File: src/rtl/dds_cfg_pkg.sv
// Shared constants for the clock multiplier, converter and ramp configuration registers.
// Assumes a single core clock domain and a register access port decoded upstream.
package dds_cfg_pkg;

    // Register word addresses on the programming port.
    localparam logic [4:0] ADDR_CLK_MULT_CTRL = 5'h02;
    localparam logic [4:0] ADDR_CONV_CAL_CTRL = 5'h03;
    localparam logic [4:0] ADDR_RAMP_LOWER = 5'h04;
    localparam logic [4:0] ADDR_RAMP_UPPER = 5'h05;
    localparam logic [4:0] ADDR_RAMP_RISE = 5'h06;
    localparam logic [4:0] ADDR_RAMP_FALL = 5'h07;
    localparam logic [4:0] ADDR_USER_STATUS = 5'h1B;

    // Clock multiplier control fields.
    localparam int MULT_EN_BIT = 18;
    localparam int FB_DIV_MSB = 15;
    localparam int FB_DIV_LSB = 8;
    localparam int CP_MANUAL_BIT = 6;
    localparam int CP_CODE_MSB = 5;
    localparam int CP_CODE_LSB = 3;
    localparam int LOCK_DET_EN_BIT = 2;
    localparam int LOCK_WIN_MSB = 1;
    localparam int LOCK_WIN_LSB = 0;

    // Converter calibration control fields.
    localparam int AUX_DIV_PD_BIT = 26;
    localparam int CAL_CLK_PD_BIT = 25;
    localparam int CAL_START_BIT = 24;
    localparam int CONV_FIXED_MSB = 23;

    // User status field.
    localparam int LOCK_STATUS_BIT = 24;

    // Reset values: feedback divider of 25 gives a total multiplication of 50.
    localparam logic [7:0] FB_DIV_RESET = 8'h19;
    localparam logic [31:0] CLK_MULT_RESET = 32'h0000_1900;
    localparam logic [31:0] CONV_CAL_RESET = 32'h0000_0000;
    localparam logic [31:0] RAMP_RESET = 32'h0000_0000;

    // Lock window lengths in reference clock cycles, by window code.
    localparam logic [10:0] LOCK_WIN_128 = 11'h080;
    localparam logic [10:0] LOCK_WIN_256 = 11'h100;
    localparam logic [10:0] LOCK_WIN_512 = 11'h200;
    localparam logic [10:0] LOCK_WIN_1024 = 11'h400;

    typedef enum logic [1:0] {
        LOCK_IDLE = 2'b00,
        LOCK_QUALIFY = 2'b01,
        LOCK_HELD = 2'b10
    } lock_state_e;

endpackage

File: src/rtl/dds_pll_dac_ramp_config_regs.sv
// Configuration registers for the clock multiplier, converter calibration and ramp limits.
// Assumes the programming port logic delivers single-cycle word writes and reads on core_clk.
`timescale 1ns/1ps

////////////////////////////////////////////////////////////////////////////////////////////////////

// Notes on behaviour
// - Feedback divider is bits 15:8; total multiplication is twice its value.
// - Feedback divider resets to 25, so total multiplication is 50.
// - Bit 6 clear picks automatic charge pump current; set uses manual code.
// - Bits 5:3 hold the manual charge pump code, used only when manual.
// - Bit 2 enables lock detection; cleared means no lock detection.
// - Lock after error stays in window 128/256/512/1024 reference cycles, bits 1:0.
// - Converter bit 26 set disables sync output circuitry; clear enables it.
// - Calibration clock runs only when bits 25 and 26 are both clear.
// - Writing 1 to converter bit 24 starts an automatic converter calibration.
// - Offset 0x04 holds the 32-bit ramp lower limit.
// - Offset 0x05 holds the 32-bit ramp upper limit.
// - Offset 0x06 holds the 32-bit rising step added per step.
// - Offset 0x07 holds the 32-bit falling step subtracted per step.
// - Ramp registers matter only while ramp enable is set.
// - Read-only status bit 24 reads 1 when locked, 0 otherwise.
// - Bit 18 enables the clock multiplier as system clock source.
module dds_pll_dac_ramp_config_regs #(
    // Lock qualification counter width; it must hold the longest window length.
    parameter int LOCK_COUNT_W = 11
) (
    // Clock and reset.
    input wire logic core_clk,
    input wire logic rst_n,
    // Register access from the programming port.
    input wire logic regWrEn,
    input wire logic regRdEn,
    input wire logic [4:0] regAddr,
    input wire logic [31:0] regWrData,
    output logic [31:0] regRdData,
    output logic regRdValid,
    // Ramp enable from the ramp mode control register.
    input wire logic rampEnable,
    // Analog side status pins, asynchronous to core_clk.
    input wire logic refClkPin,
    input wire logic phaseInWindowPin,
    // Charge pump code chosen by the oscillator calibration routine.
    input wire logic [2:0] autoChargePumpCode,
    // Clock multiplier controls.
    output logic multiplierEnable,
    output logic [7:0] feedbackDivider,
    output logic [8:0] totalMultiplication,
    output logic chargePumpManual,
    output logic [2:0] chargePumpCurrent,
    output logic lockDetectEnable,
    output logic multiplierLocked,
    // Converter controls.
    output logic syncOutEnable,
    output logic calClockEnable,
    output logic dacCalStart,
    // Ramp parameters.
    output logic rampParamsActive,
    output logic [31:0] rampLowerLimit,
    output logic [31:0] rampUpperLimit,
    output logic [31:0] rampRisingStep,
    output logic [31:0] rampFallingStep
);
    import dds_cfg_pkg::*;

    logic [31:0] clkMultCtrl_r;
    logic [31:0] convCalCtrl_r;
    logic [31:0] rampLower_r;
    logic [31:0] rampUpper_r;
    logic [31:0] rampRise_r;
    logic [31:0] rampFall_r;
    logic calStart_r;
    logic [31:0] rdData_r;
    logic rdValid_r;
    logic [31:0] rdData_nxt;

    // Synchroniser stages and lock detection state.
    logic refSync1_r;
    logic refSync2_r;
    logic refPrev_r;
    logic winSync1_r;
    logic winSync2_r;
    logic refEdge;
    logic [LOCK_COUNT_W-1:0] lockCount_r;
    logic [LOCK_COUNT_W-1:0] lockTarget;
    logic locked_r;
    lock_state_e lockState_r;
    lock_state_e lockState_nxt;

    ////////////////////////////////////////////////////////////////////////////////////////////////

    // Refuse at elaboration what the logic cannot serve; a package edit that breaks a field stops here.
    // A narrower counter cannot reach the longest window; a wider one up to 16 bits only costs flops.
    if (LOCK_COUNT_W < 11 || LOCK_COUNT_W > 16) begin : gen_bad_count_width
        $error("Lock counter width must be 11 to 16 bits.");
    end
    if (FB_DIV_MSB - FB_DIV_LSB != 7) begin : gen_bad_divider_field
        $error("Feedback divider field must be 8 bits wide.");
    end
    if (FB_DIV_RESET < 8'h0A) begin : gen_bad_divider_reset
        $error("Feedback divider reset value is below the valid range.");
    end
    if (CLK_MULT_RESET[FB_DIV_MSB:FB_DIV_LSB] != FB_DIV_RESET) begin : gen_bad_mult_reset
        $error("Multiplier control reset word disagrees with the divider reset value.");
    end
    if (CP_CODE_MSB - CP_CODE_LSB != 2) begin : gen_bad_cp_field
        $error("Charge pump code field must be 3 bits wide.");
    end
    if (LOCK_WIN_MSB - LOCK_WIN_LSB != 1) begin : gen_bad_window_field
        $error("Lock window field must be 2 bits wide.");
    end
    if (MULT_EN_BIT <= FB_DIV_MSB || CP_MANUAL_BIT >= FB_DIV_LSB) begin : gen_mult_overlap
        $error("Multiplier control fields overlap.");
    end
    if (CONV_FIXED_MSB >= CAL_START_BIT || CAL_CLK_PD_BIT >= AUX_DIV_PD_BIT) begin : gen_conv_overlap
        $error("Converter control fields overlap.");
    end
    if (CONV_CAL_RESET[CAL_START_BIT] != 1'b0) begin : gen_bad_conv_reset
        $error("Calibration start must reset clear because it is never stored.");
    end

    ////////////////////////////////////////////////////////////////////////////////////////////////

    // Clock multiplier control register.
    always_ff @(posedge core_clk or negedge rst_n) begin
        if (!rst_n) begin
            clkMultCtrl_r <= CLK_MULT_RESET;
        end else if (regWrEn && regAddr == ADDR_CLK_MULT_CTRL) begin
            clkMultCtrl_r <= regWrData;
        end
    end

    // Converter calibration control; the start bit is never stored so it reads back as zero.
    always_ff @(posedge core_clk or negedge rst_n) begin
        if (!rst_n) begin
            convCalCtrl_r <= CONV_CAL_RESET;
        end else if (regWrEn && regAddr == ADDR_CONV_CAL_CTRL) begin
            convCalCtrl_r <= regWrData;
            convCalCtrl_r[CAL_START_BIT] <= 1'b0;
        end
    end

    // One cycle high per write of 1; back-to-back writes merge into one longer pulse.
    always_ff @(posedge core_clk or negedge rst_n) begin
        if (!rst_n) begin
            calStart_r <= 1'b0;
        end else begin
            calStart_r <= regWrEn && regAddr == ADDR_CONV_CAL_CTRL && regWrData[CAL_START_BIT];
        end
    end

    // Ramp parameter registers.
    always_ff @(posedge core_clk or negedge rst_n) begin
        if (!rst_n) begin
            rampLower_r <= RAMP_RESET;
            rampUpper_r <= RAMP_RESET;
            rampRise_r <= RAMP_RESET;
            rampFall_r <= RAMP_RESET;
        end else if (regWrEn) begin
            if (regAddr == ADDR_RAMP_LOWER) begin
                rampLower_r <= regWrData;
            end else if (regAddr == ADDR_RAMP_UPPER) begin
                rampUpper_r <= regWrData;
            end else if (regAddr == ADDR_RAMP_RISE) begin
                rampRise_r <= regWrData;
            end else if (regAddr == ADDR_RAMP_FALL) begin
                rampFall_r <= regWrData;
            end
        end
    end

    ////////////////////////////////////////////////////////////////////////////////////////////////

    // Read path, one cycle of latency; unmapped addresses read as zero.
    always_comb begin
        rdData_nxt = 32'h0000_0000;
        if (regAddr == ADDR_CLK_MULT_CTRL) begin
            rdData_nxt = clkMultCtrl_r;
        end else if (regAddr == ADDR_CONV_CAL_CTRL) begin
            rdData_nxt = convCalCtrl_r;
        end else if (regAddr == ADDR_RAMP_LOWER) begin
            rdData_nxt = rampLower_r;
        end else if (regAddr == ADDR_RAMP_UPPER) begin
            rdData_nxt = rampUpper_r;
        end else if (regAddr == ADDR_RAMP_RISE) begin
            rdData_nxt = rampRise_r;
        end else if (regAddr == ADDR_RAMP_FALL) begin
            rdData_nxt = rampFall_r;
        end else if (regAddr == ADDR_USER_STATUS) begin
            rdData_nxt[LOCK_STATUS_BIT] = locked_r;
        end
    end

    // Read data holds until the next read, so a slow host may pick it up late.
    always_ff @(posedge core_clk or negedge rst_n) begin
        if (!rst_n) begin
            rdData_r <= 32'h0000_0000;
        end else if (regRdEn) begin
            rdData_r <= rdData_nxt;
        end
    end

    always_ff @(posedge core_clk or negedge rst_n) begin
        if (!rst_n) begin
            rdValid_r <= 1'b0;
        end else begin
            rdValid_r <= regRdEn;
        end
    end

    ////////////////////////////////////////////////////////////////////////////////////////////////

    // Both status pins come from the analog side and pass two flops before use.
    always_ff @(posedge core_clk or negedge rst_n) begin
        if (!rst_n) begin
            refSync1_r <= 1'b0;
            refSync2_r <= 1'b0;
            refPrev_r <= 1'b0;
        end else begin
            refSync1_r <= refClkPin;
            refSync2_r <= refSync1_r;
            refPrev_r <= refSync2_r;
        end
    end

    always_ff @(posedge core_clk or negedge rst_n) begin
        if (!rst_n) begin
            winSync1_r <= 1'b0;
            winSync2_r <= 1'b0;
        end else begin
            winSync1_r <= phaseInWindowPin;
            winSync2_r <= winSync1_r;
        end
    end

    // The reference clock must stay below half of core_clk for every edge to be seen.
    assign refEdge = refSync2_r && !refPrev_r;

    always_comb begin
        case (clkMultCtrl_r[LOCK_WIN_MSB:LOCK_WIN_LSB])
            2'b00: lockTarget = LOCK_COUNT_W'(LOCK_WIN_128);
            2'b01: lockTarget = LOCK_COUNT_W'(LOCK_WIN_256);
            2'b10: lockTarget = LOCK_COUNT_W'(LOCK_WIN_512);
            default: lockTarget = LOCK_COUNT_W'(LOCK_WIN_1024);
        endcase
    end

    always_comb begin
        lockState_nxt = lockState_r;
        case (lockState_r)
            LOCK_IDLE: begin
                if (clkMultCtrl_r[LOCK_DET_EN_BIT] && winSync2_r) begin
                    lockState_nxt = LOCK_QUALIFY;
                end
            end
            LOCK_QUALIFY: begin
                if (refEdge && lockCount_r == lockTarget - LOCK_COUNT_W'(1)) begin
                    lockState_nxt = LOCK_HELD;
                end
            end
            LOCK_HELD: begin
                lockState_nxt = LOCK_HELD;
            end
            default: begin
                lockState_nxt = LOCK_IDLE;
            end
        endcase
        if (!clkMultCtrl_r[LOCK_DET_EN_BIT] || !winSync2_r) begin
            lockState_nxt = LOCK_IDLE;
        end
    end

    always_ff @(posedge core_clk or negedge rst_n) begin
        if (!rst_n) begin
            lockState_r <= LOCK_IDLE;
        end else begin
            lockState_r <= lockState_nxt;
        end
    end

    // Registered flag, so a window loss or a disable drops it on the next edge.
    always_ff @(posedge core_clk or negedge rst_n) begin
        if (!rst_n) begin
            locked_r <= 1'b0;
        end else begin
            locked_r <= lockState_nxt == LOCK_HELD;
        end
    end

    // The edge that brings the window in is not counted: only whole cycles inside it qualify.
    // count reference cycles
    always_ff @(posedge core_clk or negedge rst_n) begin
        if (!rst_n) begin
            lockCount_r <= '0;
        end else if (lockState_nxt != LOCK_QUALIFY) begin
            lockCount_r <= '0;
        end else if (refEdge && lockState_r == LOCK_QUALIFY) begin
            lockCount_r <= lockCount_r + LOCK_COUNT_W'(1);
        end
    end

    ////////////////////////////////////////////////////////////////////////////////////////////////

    assign multiplierEnable = clkMultCtrl_r[MULT_EN_BIT];
    assign feedbackDivider = clkMultCtrl_r[FB_DIV_MSB:FB_DIV_LSB];
    assign totalMultiplication = {clkMultCtrl_r[FB_DIV_MSB:FB_DIV_LSB], 1'b0};
    assign chargePumpManual = clkMultCtrl_r[CP_MANUAL_BIT];
    assign chargePumpCurrent = clkMultCtrl_r[CP_MANUAL_BIT] ? clkMultCtrl_r[CP_CODE_MSB:CP_CODE_LSB]
                                                            : autoChargePumpCode;
    assign lockDetectEnable = clkMultCtrl_r[LOCK_DET_EN_BIT];
    assign multiplierLocked = locked_r;
    assign syncOutEnable = !convCalCtrl_r[AUX_DIV_PD_BIT];
    assign calClockEnable = !convCalCtrl_r[CAL_CLK_PD_BIT] && !convCalCtrl_r[AUX_DIV_PD_BIT];
    assign dacCalStart = calStart_r;
    assign rampParamsActive = rampEnable;
    assign rampLowerLimit = rampLower_r;
    assign rampUpperLimit = rampUpper_r;
    assign rampRisingStep = rampRise_r;
    assign rampFallingStep = rampFall_r;
    assign regRdData = rdData_r;
    assign regRdValid = rdValid_r;

endmodule

File: config.mk
export PLATFORM = sky130hd
export DESIGN_NAME = dds_pll_dac_ramp_config_regs
export DESIGN_NICKNAME = d
export VERILOG_FILES = /design/src/rtl/dds_cfg_pkg.sv /design/src/rtl/dds_pll_dac_ramp_config_regs.sv
export SDC_FILE = /design/constraint.sdc
export NUM_CORES = 1
export LEC_CHECK = 0
export BUFFER_PORTS_ARGS = -buffer_cell sky130_fd_sc_hd__buf_4
export CAP_MARGIN = 20
export CORE_AREA = 2 2 119 178
export CTS_CLUSTER_SIZE = 40
export DETAILED_ROUTE_END_ITERATION = 7
export DIE_AREA = 0 0 121 180
export HOLD_SLACK_MARGIN = 0.1
export PLACE_DENSITY = 0.8
export SLEW_MARGIN = 20
export SYNTH_ARGS = -nofsm -noshare
export SYNTH_HDL_FRONTEND = slang
export SYNTH_SLANG_ARGS = --single-unit
File: constraint.sdc
create_clock -name core_clk -period 2.05 [get_ports core_clk]
set_input_delay 0.205 -clock core_clk [delete_from_list [all_inputs] [get_ports core_clk]]
set_output_delay 0.205 -clock core_clk [all_outputs]
set_load 0.01 [all_outputs]
==> results of run 1 <==
## power by group through the flow
stage,combinational (W),clock [W],sequential [W]
floorplan,0.00138,0,0.00640
global placement,0.00293,0,0.00630
detailed placement,0.00302,0,0.00633
CTS,0.00309,0.00414,0.00626
global route,0.00328,0.00436,0.00636
finish,0.00307,0.00406,0.00627
## worst paths after layout
kind	slack, ns	startpoint	endpoint
max reg2reg	0.28	lockCount_r[0]	lockState_r[1]
max	0.28	lockCount_r[0]	lockState_r[1]
max in group asynchronous	1.01	rst_n	clkMultCtrl_r[12]
min reg2reg	0.35	winSync1_r	winSync2_r
min in group asynchronous	0.27	rst_n	lockCount_r[4]
min	0.20	regRdEn	regRdValid
## per-stage QoR
step                      utilization [%]  worst slack (ns)  hold slack [ns]  cells  power, W
after CTS                            69.3             0.273            0.176   1323    0.0135
after global routing                 69.3             0.178            0.216   1323    0.0140
after global placement               64.0             0.247            0.223   1251   0.00924
after detailed placement             64.0             0.227            0.228   1251   0.00936
final                                69.3             0.282            0.202   1323    0.0134
after floorplan                         -             0.398          -0.0906    781   0.00778
## state kept, by name (all words and copies together) (netlist names), 2 cells and up
register         cells
rampFallingStep     32
regRdData           32
rampLowerLimit      32
lockCount_r         11
convCalCtrl_r       31
clkMultCtrl_r       32
rampUpperLimit      32
rampRisingStep      32
lockState_r          2
## area by class of cell
cell class / instances / share of cell area, %
Inverter: 5 / 0.134
Clock inverter: 3 / 0.285
Sequential cell: 244 / 43.5
Clock buffer: 34 / 4.75
Multi-Input combinational cell: 467 / 31.5
Tap cell: 264 / 2.35
Timing Repair Buffer: 306 / 17.4
## cell families (layout without fill, tap and decap cells)
kind of cell	Yosys count	in the layout	synth area share, %
flip-flops	244	244	55.9
XOR/XNOR	11	11	0.881
buffers and inverters	70	348	3.80
adder cells (fa/ha/maj)	1	1	0.114
AO/OA/AOI/OAI	75	75	3.62
AND/OR/NAND/NOR	126	126	5.79
other	1	1	0.0343
multiplexers	253	253	29.9
## placed cells by master (no fill, tap or decap), drive strengths merged, types with 2 or more instances in the layout
master       count
buf            271
dfrtp          241
mux2           191
nor2            81
a21oi           65
dlygate4sd3     35
clkbuf          34
mux4            31
mux2i           31
nand2           10
nand3            9
xnor2            7
inv              5
nand2b           4
o21ai            4
xor2             4
nand4            4
a31oi            3
dfstp            3
nand3b           2
and4             2
nor3             2
clkinv           2
nor3b            2
## worst max-delay path, stage by stage (launching register included)
cell and delay (ns):
dfrtp_1 0.40, ha_1 0.21, nand4b_1 0.09, or3_1 0.40, or4_1 0.43, a21oi_1 0.16
## what timing repair did
| item | in CTS | in global routing |
|---|---|---|
| gates resized for setup | 0 | 0 |
| hold buffers | 35 | 0 |
| buffers inserted | 0 | 0 |
| hold endpoints to repair | 259 | 0 |
## metal layers
metal / part of all wire [%] / vias up / wire length (um) / global-route usage [%]
met5: 0 / - / 0 / 0
met4: 2.4 / 0 / 671 / 8.19
met3: 5.2 / 56 / 1450 / 3.81
met2: 54 / 274 / 15100 / 46.0
met1: 38 / 3867 / 10700 / 33.0
li1: - / 3319 / - / -
==> metrics, run 1 <==
run status completed; CTS H-tree depth 1; area leader, netlist dfrtp_1; clock sink count 244; initial antenna violation count 0; I/O Buffers 232; ys async rst share 100%; Max-Cap Viols 0; Crit. End Element register; Die H 180 um; core area 20,300 um2; Post-Syn Nets 829; area of the multi-input gates 4420 um2; Fin Clk Skew 0.00718 ns; All-Layer GR Usage 26.1%; synth cell count leaders dfrtp_1, mux2_2, nor2_1, a21oi_1; Crit Path Class reg -> reg; later-pin clock latency in the skew report 0.50 ns; logic depth of the worst register-to-register path 5; Setup violations, final 0; P_int 0.00979 W; number of buffers created by CTS 23; CTS Buffer Depth 3; global-route wire length before repair 44.2 mm; main area contributors after synthesis dfrtp_1, mux2_2, mux4_2; Slew @ Worst Pin 0.718 ns; Final Critical Period 1.77 ns; Synth Instances 781; Unique masters post-synth 46; clock share of power 30.3%; Die ar. 21,800 um2; IO Pins 236; grt total ovfl 0; Flop pwr share 46.8%; Max-slew headroom 52.1%; DR DRC count 0; post-DR vias/cell 5.68; register area share after synthesis 55.9%; Crit Path Max Fanout 4; DRT Pass-1 Iters 4; Total Negative Setup Slacks 0 ns; Req. time, crit path 2.47 ns; hold path cells 1; final slew viol count 0; ANT nets after route 0; Rows 64; switching power 0.00361 W; switch share 27.0%; crit path DAT 2.19 ns; Cell Area, Placed 13,000 um2; share of cells above drive strength 1 49.9%; WL final 27.9 mm; P_leak 6.75 nW; Avg WL per Cell 21.1 um; Final GP Congestion 0.833; number of global-route vias before repair 7,838; YS warnings 0; Layout area overhead 28.4%; Final period util 86.2%; most common cell in the netlist dfrtp_1; Antenna Cells 0; Final Cell Area 14,000 um2; initial DRC count 370; cell area power density 955 nW/um2; Die X 121 um; Final Hold Violating Endpoints 0; largest net degree at the start of global routing 78; DR vias 7,516; syn avg cell area 14.0 um2; peak supply drop 818 uV; Synth Flop Type dfrtp_1; Seq cells post-synth 244; EDFF count, synth 0; FF+latch area 6110 um2; CTS tree yes; Nets 1,095; Initial Utilization 54.0%; Synth Cell Area 10,900 um2; RSZ-0062 raised after global routing false; fillers 1,413; area fraction of the dominant cell type after synthesis 55.2%; f_max 0.566 GHz; Comb power frac 22.9%; Worst-path clk slew 0.06 ns; placed wire-length estimate 18.5 mm; Root Buffer clkbuf_16; Min-Delay Path Class in -> reg; critical path startpoint category register
No activity file was read; power rests on OpenSTA's default activity.
==> run 2: changes to the inputs <==
- CTS_CLUSTER_DIAMETER: unset -> 80
- PLACE_DENSITY: 0.8 -> unset
- PLACE_DENSITY_LB_ADDON: unset -> 0.2
==> run 2 against run 1 <==
  * Largest power group unchanged
  * Clock skew grew 0.036 ns
  * Largest cell class unchanged
  * Global-route usage down 1.5 points
  * Sequential share of layout area increased by 1.2 points
  * Final area decreased by 2.6%
==> metrics, run 2 (same netlist as run 1, synthesis figures left out) <==
number of global-route vias before repair 7,749; Crit-path slowest cell or4_1; Slew @ Worst Pin 0.736 ns; IO Pins 236; clock sink count 244; core area 20,300 um2; largest net degree at the start of global routing 84; clock share of power 21.4%; Rows 64; Min-Delay Path Class in -> reg; post-DR vias/cell 5.62; Die ar. 21,800 um2; Req. time, crit path 2.47 ns; Final GP Congestion 0.805; Total Negative Setup Slacks 0 ns; initial DRC count 338; P_leak 6.55 nW; Final Critical Period 1.74 ns; CTS tree yes; critical path startpoint category register; global-route wire length before repair 42.4 mm; crit path DAT 2.15 ns; I/O Buffers 232; Setup violations, final 0; Final Hold Violating Endpoints 0; Comb power frac 25.7%; CP max stage delay 0.43 ns; DR DRC count 0; Max-slew headroom 50.9%; P_int 0.00846 W; Initial Utilization 54.0%; CTS H-tree depth 1; switch share 28.4%; later-pin clock latency in the skew report 0.50 ns; initial antenna violation count 0; Crit Path Class reg -> reg; Hold WS 0.188 ns; final slew viol count 0; Nets 1,075; CTS Buffer Depth 3; worst path bufs/invs 0; Die H 180 um; Crit Path Max Fanout 4; Worst-path clk slew 0.13 ns; Layout area overhead 25.0%; Antenna Cells 0; ANT nets after route 0; Final period util 84.8%; peak supply drop 678 uV; Crit. End Element register; commonest non-fill, non-tap cells in the layout buf_4, dfrtp_1, mux2_2; Post-CTS Resized 0; commonest non-fill, non-tap cell in the layout buf_4; DR vias 7,273; switching power 0.00336 W; Max-Cap Viols 0; run status completed; All-Layer GR Usage 24.6%; Die X 121 um; DRT Pass-1 Iters 6; Avg WL per Cell 20.6 um; placed wire-length estimate 18.3 mm; Fin Clk Skew 0.0429 ns; number of buffers created by CTS 10; fillers 1,535; grt total ovfl 0; cell area power density 865 nW/um2; share of cells above drive strength 1 48.8%; Root Buffer clkbuf_16; WL final 26.7 mm; Flop pwr share 52.9%; crit path cell chain ha_1 -> nand4b_1 -> or3_1 -> or4_1 -> a21oi_1; RSZ-0062 raised after global routing false; f_max 0.575 GHz; Top Family by Delay on Critical Path simple AND/OR/NAND/NOR gates
-- run 2: cell type report --
type / instances / area, um2 / share of cell area (%)
flip-flops and latches: 244 / 6110 / 44.7
multi-input cells: 467 / 4420 / 32.4
repair buffers: 299 / 2460 / 18.0
well taps: 264 / 330 / 2.42
clock buffers: 14 / 287 / 2.10
clock inverters: 2 / 27.5 / 0.202
inverters: 5 / 18.8 / 0.137
-- run 2: timing repair --
action                    CTS  global route
buffers inserted            0             0
hold endpoints to repair  268             0
hold buffers               35             0
-- run 2: metal layers --
metal	track usage, %	wire length, um	up-vias
met5	0	0	-
met4	7.12	626	0
met3	3.30	1230	46
met2	44.3	14200	217
met1	30.8	10600	3750
li1	-	-	3260
-- run 2: through the flow --
stage	setup WS (ns)	instance area, um2	instances	total power, W	utilization, %
finish	0.311	13700	1295	0.0118	67.4
global route	0.198	13700	1295	0.0124	67.4
CTS	0.296	13700	1295	0.0119	67.4
global placement	0.230	13000	1244	0.00925	64.1
detailed placement	0.186	13000	1244	0.00935	64.1
floorplan	0.398	10900	781	0.00778	-
-- run 2: worst paths after layout --
check / slack, ns / start / to / depth (start not counted)
max: 0.31 / lockCount_r[0] / lockState_r[1] / 5
min: 0.19 / regRdEn / regRdValid / 1
max reg2reg: 0.31 / lockCount_r[0] / lockState_r[1] / 5
min reg2reg: 0.36 / refSync1_r / refSync2_r / 0
max in group asynchronous: 1.07 / rst_n / clkMultCtrl_r[12] / 3
min in group asynchronous: 0.26 / rst_n / rampLowerLimit[5] / 2
-- run 2: power by group through the flow --
stage | clock, W | sequential, W | combinational (W)
after floorplan | 0 | 0.00640 | 0.00138
after global placement | 0 | 0.00632 | 0.00294
after detailed placement | 0 | 0.00634 | 0.00301
after CTS | 0.00258 | 0.00625 | 0.00307
after global routing | 0.00274 | 0.00636 | 0.00326
final | 0.00253 | 0.00625 | 0.00304
==> run 3: changes to the inputs <==
- CORE_AREA: 2 2 119 178 -> 2 2 125 188
- DIE_AREA: 0 0 121 180 -> 0 0 127 190
- clock period: 2.05 -> 1.55 ns (I/O delays scaled with it)
==> run 3 against run 2 <==
  * Wire length grew 3.2%
  * Global-route usage shrank 1.8 points
  * Via count grew 0.49%
  * Sequential power grew 32%
  * Total power grew 38%
  * The run now ends with negative setup slack left
  * Final area grew 3.1%
  * Sequential cell count is the same
  * Count of clock-buffer cells in the layout shrank 3
  * Clock skew shrank 0.0081 ns
  * Critical path depth shrank 1
  * Die area grew 11%
  * Setup slack lost 0.36 ns
==> metrics, run 3 (same netlist as run 1, synthesis figures left out) <==
Rows 68; Fin Clk Skew 0.0349 ns; DR WL met2 14.5 mm; logic depth of the worst register-to-register path 4; commonest non-fill, non-tap cells in the layout buf_4, dfrtp_1, mux2_2; Nets 1,103; Final GP Congestion 0.815; DR DRC count 0; final slew viol count 0; Die H 190 um; Setup violations, final 6; Power Total 0.0163 W; area of the multi-input gates 4450 um2; commonest non-fill, non-tap cell in the layout buf_4; Die X 127 um; initial DRC count 363; RSZ-0062 raised after global routing true; crit path cell chain nand3b_1 -> or3_4 -> or4_4 -> a21oi_2; Final Critical Period 1.60 ns; WL final 27.5 mm; Crit. End Element register; Finished Layout Cells 1,339; DR WL met3 1.21 mm; Min-Delay Path Class in -> async; IO Pins 236; cell area power density 1160 nW/um2; worst reg2reg startpoint refPrev_r; global-route wire length before repair 43.2 mm; Top Family by Delay on Critical Path simple AND/OR/NAND/NOR gates; Max-Cap Viols 0; CTS tree yes; Antenna Cells 0; FF-to-FF End multiplierLocked; ANT nets after route 0; core area 22,600 um2; placed wire-length estimate 18.9 mm; CTS H-tree depth 1; Root Buffer clkbuf_16; number of buffers created by CTS 11; Crit-path slowest cell or4_4; later-pin clock latency in the skew report 0.50 ns; worst path bufs/invs 0; grt total ovfl 0; critical path startpoint category register; Worst-path clk slew 0.14 ns; CTS Buffer Depth 3; WL met1 11.1 mm; run status finished with violations; f_max 0.625 GHz; Initial Utilization 48.3%; Req. time, crit path 1.96 ns; Avg WL per Cell 20.6 um; Final Hold Violating Endpoints 0; P_leak 6.78 nW; Util after Layout 62.2%; largest net degree at the start of global routing 47; DR vias 7,309; post-route setup slack -0.0492 ns; Final period util 103%; I/O Buffers 232; Die ar. 24,100 um2; initial antenna violation count 0; clock sink count 244; fillers 1,803; Crit Path Max Fanout 3; failing checks negative setup slack; Crit Path Class reg -> reg; uppermost layer routed met4; FF+latch area 6110 um2; All-Layer GR Usage 22.9%; share of cells above drive strength 1 50.9%; crit path DAT 2.01 ns; CP max stage delay 0.44 ns; setup slack, reg-to-reg -0.05 ns; peak supply drop 998 uV; post-DR vias/cell 5.46; Post-Place Cells 1,283; DRT Pass-1 Iters 4; Layout area overhead 28.8%; number of global-route vias before repair 7,615
-- run 3: metrics by stage --
stage	worst slack, ns	hold WS (ns)	TNS [ns]	area, um2
after global placement	-0.0746	0.0722	-0.768	13200
after detailed placement	-0.116	0.0708	-1.52	13200
after global routing	-0.110	0.124	-1.19	14100
after CTS	-0.106	0.120	-0.925	14100
after floorplan	-0.102	-0.141	-0.813	10900
final	-0.0492	0.126	-0.154	14100
-- run 3: cell type report --
cell class | count | area share [%]
inverters | 5 | 0.133
flip-flops and latches | 244 | 43.4
well taps | 280 | 2.49
clock inverters | 6 | 1.08
clock buffers | 11 | 1.96
multi-input cells | 467 | 31.6
repair buffers | 326 | 19.3
-- run 3: worst max path at each step --
stage,from,end,depth (start not counted)
CTS,lockCount_r[0],lockState_r[1],5
global placement,lockCount_r[0],lockState_r[1],5
global route,lockCount_r[0],multiplierLocked,5
detailed placement,lockCount_r[0],multiplierLocked,5
finish,refPrev_r,multiplierLocked,4
floorplan,lockCount_r[0],lockState_r[1],5
-- run 3: what timing repair did --
action / 4_1_cts / 5_1_grt
hold buffers: 36 / 0
endpoints found under the setup margin: 17 / 17
setup buffers: 1 / 2
endpoints found under the hold margin: 451 / 0
pin swaps: 0 / 3
gates resized for setup: 11 / 1
-- run 3: routing by layer --
layer  vias up  global-route usage, %
li1       3311                      -
met1      3789                   28.7
met2       177                   41.2
met3        32                   3.60
met4         0                   6.13
met5         -                      0
-- run 3: power breakdown --
part | leakage [nW] | total [W] | internal [W] | switching (W)
sequential | 3.11 | 0.00824 | 0.00741 | 0.000831
combinational | 3.46 | 0.00407 | 0.00245 | 0.00162
clock | 0.200 | 0.00397 | 0.00176 | 0.00221
total | 6.78 | 0.0163 | 0.0116 | 0.00466
